## src/qtc_regs.svh

```systemverilog
// Purpose: Offsets, field positions, locations and reset values of the
//          compensation core.
// Assumes: Byte addressing on the register bus, one 32-bit word per register.
// Notes:   Definitions only.
`ifndef QTC_REGS_SVH
`define QTC_REGS_SVH
// ----------------------------------------------------------------------------
// Register offsets
// ----------------------------------------------------------------------------
`define QTC_ADDR_W 9
`define QTC_OFS_CTRL 9'h000
`define QTC_OFS_STATUS 9'h004
`define QTC_OFS_TEMP 9'h008
`define QTC_OFS_RESULT 9'h00C
`define QTC_OFS_CODES 9'h010
`define QTC_MEM_SEL_BIT 8
// ----------------------------------------------------------------------------
// Field positions
// ----------------------------------------------------------------------------
`define QTC_CTRL_START 0
`define QTC_CTRL_AUTO 1
`define QTC_CTRL_MASK_LO 2
`define QTC_ST_DONE 6
`define QTC_RES_OFF_LO 16
`define QTC_PARITY_BIT 4
// ----------------------------------------------------------------------------
// Calibration memory locations (lowest nibble first)
// ----------------------------------------------------------------------------
`define QTC_LOC_T1 6'h00
`define QTC_LOC_G2 6'h04
`define QTC_LOC_SWAP 6'h07
`define QTC_LOC_G1 6'h08
`define QTC_LOC_CS_LO 6'h0B
`define QTC_LOC_G0 6'h0C
`define QTC_LOC_CS_HI 6'h0F
`define QTC_LOC_CLAMP_A 6'h13
`define QTC_LOC_O2 6'h14
`define QTC_LOC_CLAMP_B 6'h17
`define QTC_LOC_O1 6'h18
`define QTC_LOC_O0 6'h1C
`define QTC_PAR_LOCS 32
// ----------------------------------------------------------------------------
// Reset values and output levels
// ----------------------------------------------------------------------------
`define QTC_RST_MASK 3'h7
`define QTC_FAULT_LOW_CODE 10'h010
`define QTC_FAULT_HIGH_CODE 10'h3F0
`define QTC_LOW_BASE 10'h029
`define QTC_HIGH_BASE 10'h3D6
`define QTC_CLAMP_STEP 10'h00D
`endif
```

## src/qtc_pkg.sv

```systemverilog
// Purpose: Types shared by the compensation core.
// Assumes: Nothing beyond the register header.
// Notes:   Codes are written out so waveforms read the same everywhere.
package qtc_pkg;
   // -------------------------------------------------------------------------
   // Evaluation sequence and output band
   // -------------------------------------------------------------------------
   typedef enum logic [1:0] {
      QTC_IDLE = 2'b00,
      QTC_DIFF = 2'b01,
      QTC_MUL = 2'b10,
      QTC_SUM = 2'b11
   } qtc_state_type;
   typedef enum logic [1:0] {
      QTC_BAND_NORMAL = 2'b00,
      QTC_BAND_LOW = 2'b01,
      QTC_BAND_HIGH = 2'b10
   } qtc_band_type;
endpackage : qtc_pkg

```

## src/qtc_core.sv

```systemverilog
// Purpose: Quadratic temperature compensation of fine gain and fine offset,
//          calibration memory with voting, clamp and fault band selection.
// Assumes: Temperature and filter codes come from converters on clk_sys;
//          fault detector levels are asynchronous and are synchronised.
// Notes:   Registers reached over Avalon-MM with one wait state.
//
// Local design decisions: the register addresses and register access over Avalon-MM.
`timescale 1ns/1ps
`include "qtc_regs.svh"
module qtc_core
   import qtc_pkg::*;
#(
   parameter int TEMP_W = 10,
   parameter int CODE_W = 10
)(
   // Clock, reset and freeze
   input wire logic clk_sys,
   input wire logic rst_n,
   input wire logic clk_en,
   // Avalon-MM register slave
   input wire logic [`QTC_ADDR_W-1:0] address,
   input wire logic read,
   input wire logic write,
   input wire logic [31:0] writedata,
   output logic [31:0] readdata,
   output logic waitrequest,
   // Temperature converter
   input wire logic [TEMP_W-1:0] temp_code,
   input wire logic temp_valid,
   // Filter node converter
   input wire logic [CODE_W-1:0] filtered_signal_node,
   // Asynchronous fault detectors
   input wire logic flt_short_vdd,
   input wire logic input_fault,
   input wire logic supply_open,
   // Converter codes
   output logic [9:0] fine_gain_fraction,
   output logic [9:0] fine_offset_fraction,
   output logic [6:0] coarse_offset_code,
   output logic [2:0] low_clamp_code,
   output logic [2:0] high_clamp_code,
   output logic input_swap_bit,
   // Output stage
   output logic [CODE_W-1:0] clamped_output,
   output logic [1:0] fault_band,
   output logic range_fault
);

   // -------------------------------------------------------------------------
   // State
   // -------------------------------------------------------------------------
   typedef struct packed {
      logic [63:0][2:0][4:0] mem;
      logic wait_q;
      logic [31:0] rdata;
      logic auto_eval;
      logic [2:0] copy_mask;
      logic done;
      qtc_state_type state;
      logic [TEMP_W-1:0] temp;
      logic signed [11:0] dt;
      logic signed [23:0] sq;
      logic signed [23:0] g1dt;
      logic signed [23:0] o1dt;
      logic [9:0] gain;
      logic [9:0] offs;
      logic gain_bad;
      logic offs_bad;
      logic rfault;
      logic par_err;
      logic [2:0] sync1;
      logic [2:0] sync2;
      logic [6:0] coarse;
      logic [2:0] clo;
      logic [2:0] chi;
      logic swap;
      logic [CODE_W-1:0] outv;
      qtc_band_type band;
   } qtc_st_type;

   qtc_st_type s;
   qtc_st_type next_s;

   // -------------------------------------------------------------------------
   // Functions
   // -------------------------------------------------------------------------
   // Bitwise two-of-three vote
   function automatic logic [4:0] qtc_vote(input logic [4:0] a, input logic [4:0] b,
                                           input logic [4:0] c);
      qtc_vote = (a & b) | (a & c) | (b & c);
   endfunction : qtc_vote

   // True when the count of ones is odd
   function automatic logic qtc_odd(input logic [4:0] v);
      qtc_odd = ^v;
   endfunction : qtc_odd

   // -------------------------------------------------------------------------
   // Voting of every location
   // -------------------------------------------------------------------------
   logic [63:0][4:0] voted;
   genvar gi;
   generate
      for (gi = 0; gi < 64; gi++)
      begin : g_vote
         // Vote on every access; a single bad copy never reaches the ALU
         assign voted[gi] = qtc_vote(s.mem[gi][0], s.mem[gi][1], s.mem[gi][2]);
      end
   endgenerate

   // Three consecutive nibbles, lowest location holds the low nibble
   function automatic logic [11:0] qtc_word(input logic [63:0][4:0] v,
                                            input logic [5:0] loc);
      logic [5:0] l1;
      logic [5:0] l2;
      l1 = loc + 6'h01;
      l2 = loc + 6'h02;
      qtc_word = {v[l2][3:0], v[l1][3:0], v[loc][3:0]};
   endfunction : qtc_word

   // -------------------------------------------------------------------------
   // Coefficient fields
   // -------------------------------------------------------------------------
   logic [11:0] t1_w;
   logic [11:0] g0_w;
   logic [11:0] g1_w;
   logic [11:0] g2_w;
   logic [11:0] o0_w;
   logic [11:0] o1_w;
   logic [11:0] o2_w;
   assign t1_w = qtc_word(voted, `QTC_LOC_T1);
   assign g0_w = qtc_word(voted, `QTC_LOC_G0);
   assign g1_w = qtc_word(voted, `QTC_LOC_G1);
   assign g2_w = qtc_word(voted, `QTC_LOC_G2);
   assign o0_w = qtc_word(voted, `QTC_LOC_O0);
   assign o1_w = qtc_word(voted, `QTC_LOC_O1);
   assign o2_w = qtc_word(voted, `QTC_LOC_O2);

   // -------------------------------------------------------------------------
   // Next state
   // -------------------------------------------------------------------------
   always_comb
   begin
      logic req;
      logic acc;
      logic in_mem;
      logic [5:0] loc;
      logic trig;
      logic signed [12:0] diff;
      logic signed [35:0] g2sq;
      logic signed [35:0] o2sq;
      logic signed [27:0] gsum;
      logic signed [27:0] osum;
      logic perr;
      logic [CODE_W-1:0] lo_thr;
      logic [CODE_W-1:0] hi_thr;
      logic hi_fault;
      logic lo_fault;
      req = read | write;
      acc = 1'b0;
      in_mem = address[`QTC_MEM_SEL_BIT];
      loc = address[7:2];
      trig = 1'b0;
      diff = '0;
      g2sq = '0;
      o2sq = '0;
      gsum = '0;
      osum = '0;
      perr = 1'b0;
      lo_thr = '0;
      hi_thr = '0;
      hi_fault = 1'b0;
      lo_fault = 1'b0;
      next_s = s;

      // Bus handshake: one wait cycle, the access acts while wait is low
      next_s.wait_q = !(req && s.wait_q);
      acc = req && !s.wait_q;

      // Read data latched one cycle early so it stands with wait low
      if (req && s.wait_q)
      begin
         next_s.rdata = 32'h0000_0000;
         if (read && in_mem)
         begin
            next_s.rdata = {27'h000_0000, voted[loc]};
         end
         else if (read)
         begin
            unique case (address)
               `QTC_OFS_CTRL:
                  next_s.rdata = {27'h000_0000, s.copy_mask, s.auto_eval, 1'b0};
               `QTC_OFS_STATUS:
                  next_s.rdata = {25'h000_0000, s.done, s.band, s.par_err,
                                  s.offs_bad, s.gain_bad, s.state != QTC_IDLE};
               `QTC_OFS_TEMP:
                  next_s.rdata = 32'(s.temp);
               `QTC_OFS_RESULT:
                  next_s.rdata = {6'h00, s.offs, 6'h00, s.gain};
               `QTC_OFS_CODES:
                  next_s.rdata = {15'h0000, s.swap, 1'b0, s.chi, 1'b0, s.clo,
                                  1'b0, s.coarse};
               default:
                  next_s.rdata = 32'h0000_0000;
            endcase
         end
      end

      // Writes take effect at the edge where wait is seen low
      if (acc && write && in_mem)
      begin
         // Masked copies let software plant a disagreeing copy
         for (int k = 0; k < 3; k++)
         begin
            if (s.copy_mask[k])
            begin
               next_s.mem[loc][k] = writedata[4:0];
            end
         end
      end
      else if (acc && write && address == `QTC_OFS_CTRL)
      begin
         next_s.auto_eval = writedata[`QTC_CTRL_AUTO];
         next_s.copy_mask = writedata[`QTC_CTRL_MASK_LO +: 3];
         trig = writedata[`QTC_CTRL_START];
      end
      else if (acc && write && address == `QTC_OFS_STATUS)
      begin
         if (writedata[`QTC_ST_DONE])
            next_s.done = 1'b0;
      end

      // Each new reading is captured while idle; in auto mode it starts a pass
      if (temp_valid && s.state == QTC_IDLE)
      begin
         next_s.temp = temp_code;
         trig = trig | s.auto_eval;
      end

      // Evaluation sequence
      unique case (s.state)
         QTC_IDLE:
         begin
            if (trig)
               next_s.state = QTC_DIFF;
         end
         QTC_DIFF:
         begin
            // Reading shifted up one bit to meet the 11-bit reference
            diff = $signed({2'b00, s.temp, 1'b0}) - $signed({2'b00, t1_w[10:0]});
            next_s.dt = diff[11:0];
            next_s.state = QTC_MUL;
         end
         QTC_MUL:
         begin
            next_s.sq = s.dt * s.dt;
            next_s.g1dt = $signed(g1_w) * s.dt;
            next_s.o1dt = $signed(o1_w) * s.dt;
            next_s.state = QTC_SUM;
         end
         QTC_SUM:
         begin
            // Slopes keep 10 fraction bits to span +/-2; all terms meet at 22
            g2sq = $signed(g2_w) * s.sq;
            o2sq = $signed(o2_w) * s.sq;
            gsum = $signed({6'h00, g0_w[9:0], 12'h000})
                   + {{3{s.g1dt[23]}}, s.g1dt, 1'b0}
                   + {{2{g2sq[35]}}, g2sq[35:10]};
            osum = $signed({6'h00, o0_w[9:0], 12'h000})
                   + {{3{s.o1dt[23]}}, s.o1dt, 1'b0}
                   + {{2{o2sq[35]}}, o2sq[35:10]};
            next_s.gain = gsum[21:12];
            next_s.offs = osum[21:12];
            // Guard bits above the fraction expose any overflow or sign
            next_s.gain_bad = gsum[27:22] != 6'h00;
            next_s.offs_bad = osum[27:22] != 6'h00;
            next_s.rfault = (gsum[27:22] != 6'h00) || (osum[27:22] != 6'h00);
            next_s.done = 1'b1;
            next_s.state = QTC_IDLE;
         end
      endcase

      // Parity of the 32 lowest calibration locations, checked continuously
      for (int p = 0; p < `QTC_PAR_LOCS; p++)
      begin
         if (!qtc_odd(voted[p]))
            perr = 1'b1;
      end
      next_s.par_err = perr;

      // Converter codes follow the voted memory
      next_s.coarse = {voted[`QTC_LOC_CS_HI][2:0], voted[`QTC_LOC_CS_LO][3:0]};
      next_s.clo = voted[`QTC_LOC_CLAMP_A][2:0];
      next_s.chi = {voted[`QTC_LOC_CLAMP_B][1:0], voted[`QTC_LOC_CLAMP_A][3]};
      next_s.swap = voted[`QTC_LOC_SWAP][0];

      // Detector levels pass two flops before any use
      next_s.sync1 = {supply_open, flt_short_vdd, input_fault};
      next_s.sync2 = s.sync1;

      // Band selection: high band wins since an open supply masks the rest
      hi_fault = s.sync2[1] | s.sync2[2];
      lo_fault = s.sync2[0] | s.gain_bad | s.offs_bad | s.par_err;
      if (hi_fault)
      begin
         next_s.band = QTC_BAND_HIGH;
      end
      else if (lo_fault)
      begin
         next_s.band = QTC_BAND_LOW;
      end
      else
      begin
         next_s.band = QTC_BAND_NORMAL;
      end

      // Clamp thresholds from the codes; fault bands sit beyond them
      lo_thr = `QTC_LOW_BASE + CODE_W'(s.clo) * `QTC_CLAMP_STEP;
      hi_thr = `QTC_HIGH_BASE - CODE_W'(3'h7 - s.chi) * `QTC_CLAMP_STEP;
      if (s.band == QTC_BAND_HIGH)
      begin
         next_s.outv = `QTC_FAULT_HIGH_CODE;
      end
      else if (s.band == QTC_BAND_LOW)
      begin
         next_s.outv = `QTC_FAULT_LOW_CODE;
      end
      else if (filtered_signal_node > hi_thr)
      begin
         next_s.outv = hi_thr;
      end
      else if (filtered_signal_node < lo_thr)
      begin
         next_s.outv = lo_thr;
      end
      else
      begin
         next_s.outv = filtered_signal_node;
      end
   end

   // -------------------------------------------------------------------------
   // Registers; clk_en low freezes everything, bus included
   // -------------------------------------------------------------------------
   always_ff @(posedge clk_sys or negedge rst_n)
   begin
      if (!rst_n)
      begin
         s <= '0;
         s.wait_q <= 1'b1;
         s.copy_mask <= `QTC_RST_MASK;
         s.state <= QTC_IDLE;
         s.band <= QTC_BAND_NORMAL;
      end
      else if (clk_en)
      begin
         s <= next_s;
      end
   end

   // -------------------------------------------------------------------------
   // Outputs, all straight from flops
   // -------------------------------------------------------------------------
   assign readdata = s.rdata;
   assign waitrequest = s.wait_q;
   assign fine_gain_fraction = s.gain;
   assign fine_offset_fraction = s.offs;
   assign coarse_offset_code = s.coarse;
   assign low_clamp_code = s.clo;
   assign high_clamp_code = s.chi;
   assign input_swap_bit = s.swap;
   assign clamped_output = s.outv;
   assign fault_band = s.band;
   assign range_fault = s.rfault;

endmodule : qtc_core

```

## config.mk

```make
export PLATFORM = sky130hd
export DESIGN_NAME = qtc_core
export DESIGN_NICKNAME = d
export VERILOG_FILES = /design/src/qtc_pkg.sv /design/src/qtc_core.sv
export VERILOG_INCLUDE_DIRS = /design/src
export SDC_FILE = /design/constraint.sdc
export NUM_CORES = 2
export LEC_CHECK = 0
export ABC_AREA = 1
export CORE_MARGIN = 8
export CORE_UTILIZATION = 40
export CTS_BUF_LIST = sky130_fd_sc_hd__clkbuf_2 sky130_fd_sc_hd__clkbuf_4 sky130_fd_sc_hd__clkbuf_8
export CTS_CLUSTER_DIAMETER = 50
export DETAILED_ROUTE_END_ITERATION = 10
export DONT_BUFFER_PORTS = 1
export SLEW_MARGIN = 20
export SYNTH_ARGS = -nofsm -noshare
export SYNTH_HDL_FRONTEND = slang
export SYNTH_SLANG_ARGS = --single-unit
```

## constraint.sdc

```tcl
create_clock -name clk_sys -period 9.4 [get_ports clk_sys]
set_clock_uncertainty 0.1 [all_clocks]
set_input_delay 1.88 -clock clk_sys [delete_from_list [all_inputs] [get_ports clk_sys]]
set_output_delay 1.88 -clock clk_sys [all_outputs]
set_load 0.01 [all_outputs]
```

* Yosys cells after proc, flatten, opt, wreduce, memory -nomap -nowiden
Index checks and enable logic that the tools add are counted.
** Word-level totals
- Register bits :: 1150
- Logic and storage cells :: 702
- Input port bits :: 70
** Cells by class
- Bitwise operators :: 327
- Multipliers :: 7
- Add/sub/neg operators :: 8
- Equality and inequality tests :: 12
- Reductions and logical operators :: 60
- Multiplexer cells :: 67
- Order comparisons :: 4
** Operators by type and width (number)
- $mux W960 :: 5
- $bwmux W960 :: 3
- $and A5 B5 Y5 :: 192
- $or A5 B5 Y5 :: 128
- $demux W15 S6 :: 3
- $reduce_xor A5 Y1 :: 32
- $pmux W26 S5 :: 1
- $mul A12 B12 Y24 :: 3
- $mul A12 B24 Y36 :: 2
- $add A26 B26 Y27 :: 2
- $add A23 B25 Y26 :: 2
- $mux W26 :: 2
- $mux W10 :: 5
- $mux W1 :: 41
- $bmux W5 S6 :: 1
- $eq A9 B4 Y1 const B :: 2
- $mux W15 :: 1
- $reduce_and A2 Y1 :: 7
- $reduce_bool A6 Y1 :: 2
- $sub A11 B11 Y12 :: 1
- $gt A10 B10 Y1 :: 1
- $lt A10 B8 Y1 :: 1
- $mux W5 :: 2
- $sub A7 B9 Y10 const A :: 1
- other kinds (23) :: 45

* Logic depth before layout (Yosys ltp)
- Word-level depth :: 36
- Gate-level depth with buffers :: 47
- Mapped depth without buffers :: 46

* Worst setup path before layout
Ideal clock, no wire load.
- Path type :: reg-to-reg
- From :: register s[506] (netlist bit)
- To :: register s (netlist bit range_fault)
- Data required time :: 9.175 ns
- Data arrival time :: 7.419 ns
- Setup slack :: 1.757 ns
- Setup time :: 0.125 ns
- Stages on the path, launching flop included :: 42
- Path through :: dfrtp_1 -> a21o_1 -> o21ai_1 -> inv_1 -> clkbuf_1 -> buf_1 -> nand2_1 -> fa_1 -> fa_1 -> fa_1 -> inv_1 -> fa_1 -> fa_1 -> ha_1 -> nand2_1 -> inv_1 -> a21oi_1 -> nand2_1 -> (+6 left out) -> a21oi_1 -> o21ai_1 -> xnor2_1 -> fa_1 -> inv_1 -> ha_1 -> a21oi_1 -> o21ai_0 -> a21oi_1 -> nor2_1 -> a211oi_1 -> nand2_1 -> nand2_1 -> nand2_1 -> nor2_1 -> nand3_1 -> nand2_1 -> nand3_1
** On the way
- Longest elaborated chain between the ends :: 7
- Elaborated cells between the ends (all ways) :: 8
- Classes of those cells :: add/sub (1); mul (1); bitwise (4); reduce/logical (2)
** RTL lines
- start, declared :: RTL line qtc_core.sv:81 : qtc_st_type s;
- start signal, assigned :: RTL line qtc_core.sv:357 : s <= next_s;
- $and A5 B5 Y5 :: RTL line qtc_core.sv:90 : qtc_vote = (a & b) | (a & c) | (b & c);
- $or A5 B5 Y5 (*) (2 in series) :: RTL line qtc_core.sv:90
- $mul A12 B24 Y36 (*) :: RTL line qtc_core.sv:265 : o2sq = $signed(o2_w) * s.sq;
- $add A26 B26 Y27 (*) :: RTL line qtc_core.sv:271 : + {{2{o2sq[35]}}, o2sq[35:10]};
- $reduce_bool A6 Y1 (*) :: RTL line qtc_core.sv:277 : next_s.rfault = (gsum[27:22] != 6'h00) || (osum[27:22] != 6'h00);
- $logic_or A1 B1 Y1 (*) :: RTL line qtc_core.sv:277
Mark *: on every way between the ends. The rest lies on a longest branch, timed or not.
A chain may end at the register's enable or synchronous reset.

* Worst setup path after layout
- From :: register s[526] (netlist bit)
- To :: register s (netlist bit range_fault)
** On the way
- Longest elaborated chain between the ends :: 7
- Elaborated cells between the ends (all ways) :: 8
- Classes of those cells :: add/sub (1); mul (1); bitwise (4); reduce/logical (2)
** RTL lines (RTL line)
- $and A5 B5 Y5 :: qtc_core.sv:90
- $or A5 B5 Y5 :: qtc_core.sv:90
- $or A5 B5 Y5 (*) :: qtc_core.sv:90
- $mul A12 B24 Y36 (*) :: qtc_core.sv:265
- $add A26 B26 Y27 (*) :: qtc_core.sv:271
- $reduce_bool A6 Y1 (*) :: qtc_core.sv:277
- $logic_or A1 B1 Y1 (*) :: qtc_core.sv:277
Marks and branches as above.

==> flow_metrics.py <==
metrics = {
    "worst_setup_path": {
        "crit_cells": 36,
        "cp.arrival_ns": 9.56,
        "path_max_fanout": 8,
        "timing_worst_setup_path_type": "flip-flop to flip-flop",
        "r2r_slack_ns": 0.58,
        "cp_common_cell": "nand2_1",
        "crit_buf_inv": 6,
        "crit_end": "range_fault$_DFFE_PN0P_",
        "end_kind": "flip-flop",
        "crit_slowest_cell": "o21ai_2",
        "cp_top_family": "adder cells",
        "r2r_start": "s[526]$_DFFE_PN0P_",
        "worstSetupStartpointType": "flip-flop",
        "r2r-end": "range_fault$_DFFE_PN0P_",
        "slowest_delay_ns": 0.60,
        "cp-startpoint": "s[526]$_DFFE_PN0P_",
        "crit_required_ns": 10.14,
        "r2r_cells": 36,
    },
    "clocking": {
        "clock_latency_ns": 0.96,
        "clk_pin_slew_ns": 0.07,
        "htree_levels": 4,
        "cts_root_buffer": "clkbuf_8",
        "cts_hold_buf": 0,
        "postCtsSetupBuffers": 0,
        "cts_resized": 0,
        "cts_buffers": 194,
        "cts_tree": "done",
        "clock_path_buffers": 3,
        "cts.sinks": 1141,
    },
    "logic_synthesis": {
        "synthTopCellsByCount": "nand2_1 (2364), inv_1 (1433), o21ai_0 (1386)",
        "yosysTopAreaCell": "dfrtp_1",
        "synthArstFlopShare_pct": 100,
        "yosys_warnings": 0,
        "yosys-top-cells-area": "dfrtp_1 (32%), fa_1 (21%), nand2_1 (10%), o21ai_0 (7.9%), inv_1 (6.1%)",
        "mappedNetlistArea_um2": 87900,
        "synth_cells": 10300,
        "ys.flop_type": "dfrtp_1",
        "synth_area_per_cell_um2": 8.53,
        "ys_seq_area_share_pct": 32.5,
        "synth_top_area_share_pct": 32.4,
        "synth.distinct_cells": 65,
        "ys_ff_latch": 1141,
        "synth_edf_count": 0,
        "synth_most_common_cell": "nand2_1",
    },
    "drt": {
        "wl_per_cell_um": 20.4,
        "route.detailed.drc": 0,
        "drt_wl_total_um": 271000,
        "via_per_inst": 5.33,
        "drt_pass1_iterations": 6,
        "ant_nets": 0,
        "drt_iter0_drc": 6206,
        "vias": 71000,
    },
    "cells_and_area": {
        "regArea_um2": 28600,
        "syn2layout_area_growth_pct": 8.88,
        "finalInstanceArea_um2": 95700,
        "multi_input_area_um2": 52000,
        "final_nets": 11700,
        "fillCellCount": 21500,
        "drive_above_1_share_pct": 6.32,
    },
    "placed_design": {
        "dp_hpwl_um": 204000,
        "place.gp.congestion": 0.927,
        "port_buffers": 0,
        "placed_area_um2": 91200,
    },
    "grt": {
        "grt_pass1_wl_um": 420000,
        "grt_pass1_vias": 71400,
        "antenna_found_initial": 7,
        "track_usage_pct": 22.8,
        "grt_max_degree": 185,
        "grt_overflow": 0,
    },
    "power": {
        "pwr_density_cell_nw_per_um2": 205,
        "max-vdd-ir-drop_mv": 0.666,
        "leakagePower_nw": 45.0,
    },
    "sta": {
        "setup_viol": 0,
        "fmax_mhz": 113,
        "finalHoldViolCount": 0,
        "finalCritPeriodShare_pct": 93.9,
        "slew_headroom_pct": 19.3,
        "period_needed_ns": 8.82,
        "rsz0062_at_grt": "false",
        "fin_setup_tns_ns": 0,
        "tightestPinTransition_ns": 1.21,
        "slew_viol_final": 0,
    },
    "die": {
        "num_io_pins": 150,
        "core_area_um2": 219000,
        "die-height_um": 485,
        "dieArea_um2": 235000,
        "die_w_um": 485,
        "num_rows": 172,
        "initial_core_util_pct": 40.1,
    },
    "status": {
        "status": "finished, final reports clean",
    },
    "min_path": {
        "hold_class": "flip-flop to flip-flop",
    },
    "run": {
        "maxCapViolations": 0,
    },
}
how the worst min path moves through the flow:
| stage | start | end | slack [ns] | cells after the start |
|---|---|---|---|---|
| floorplan | s[152]$_DFFE_PN0P_ | s[152]$_DFFE_PN0P_ | 0.34 | 2 |
| finish | next_s[27]$_DFFE_PN0P_ | next_s[27]$_DFFE_PN0P_ | 0.38 | 2 |
| global placement | s[27]$_DFFE_PN0P_ | s[27]$_DFFE_PN0P_ | 0.36 | 2 |
| detailed placement | next_s[27]$_DFFE_PN0P_ | next_s[27]$_DFFE_PN0P_ | 0.36 | 2 |
| global route | s[207]$_DFFE_PN0P_ | s[207]$_DFFE_PN0P_ | 0.40 | 2 |
| CTS | next_s[27]$_DFFE_PN0P_ | next_s[27]$_DFFE_PN0P_ | 0.38 | 2 |
layout by cell type, fill, tap and decap left out, drive strengths merged, types with 83 or more instances in the layout:
| master | Yosys | layout |
|---|---|---|
| ha | 428 | 428 |
| o21ai | 1444 | 1444 |
| inv | 1446 | 1459 |
| buf | 128 | 188 |
| nand2 | 2399 | 2399 |
| clkbuf | 285 | 294 |
| xor2 | 125 | 125 |
| nor2 | 697 | 697 |
| dfrtp | 1137 | 1137 |
| fa | 912 | 912 |
| a21oi | 490 | 490 |
| xnor2 | 150 | 150 |
| o21a | 120 | 120 |
| nand3 | 83 | 83 |
sequential cells by signal, indices dropped and copies added (netlist names):
| name | flops |
|---|---|
| clamped_output | 10 |
| coarse_offset_code | 7 |
| fault_band | 2 |
| fine_gain_fraction | 10 |
| fine_offset_fraction | 10 |
| high_clamp_code | 3 |
| input_swap_bit | 1 |
| low_clamp_code | 3 |
| next_s | 3 |
| range_fault | 1 |
| readdata | 24 |
| s | 1066 |
| waitrequest | 1 |
kinds of logic after synthesis:
family | share of synthesized area [%]
AO/OA/AOI/OAI | 14.6
XOR/XNOR | 2.74
adder cells (fa/ha/maj) | 26.9
buffers and inverters | 8.41
flip-flops | 32.5
multiplexers | 0.0769
other | 0.00427
AND/OR/NAND/NOR | 14.7
cell type report:
type	instances	area share, %
Tap cell	2871	3.75
Sequential cell	1141	29.8
Clock buffer	294	3.91
Clock inverter	59	0.781
Multi-Input combinational cell	7289	54.4
Inverter	1466	5.78
Timing Repair Buffer	188	1.57
Antenna cell	2	0.00523
stage by stage:
stage	util (%)	instances	total power, mW	hold WS, ns	worst slack (ns)
2_1_floorplan	-	10300	11.8	0.342	1.76
3_3_place_gp	41.6	13000	14.5	0.359	0.541
3_5_place_dp	41.6	13000	14.6	0.364	0.557
4_1_cts	43.7	13300	19.8	0.379	0.504
5_1_grt	43.7	13300	21.2	0.398	0.0135
6_report	43.7	13300	19.6	0.377	0.575
per-layer routing:
metal / share of wire [%] / GRT usage, %
met5: 0 / 0
met4: 5.1 / 10.1
met3: 7.2 / 4.31
met2: 46 / 36.8
met1: 42 / 29.9
power by group:
group	switching [mW]	total, mW	internal [mW]
sequential	0.352	5.48	5.13
combinational	5.93	9.07	3.14
clock	2.27	5.08	2.82
tightest hold or removal path, cell delays in order, from the launching register on:
cell     delay [ns]
dfrtp_1        0.35
nand2_1        0.05
nand2_1        0.05
Power figures use the tool's default switching activity.
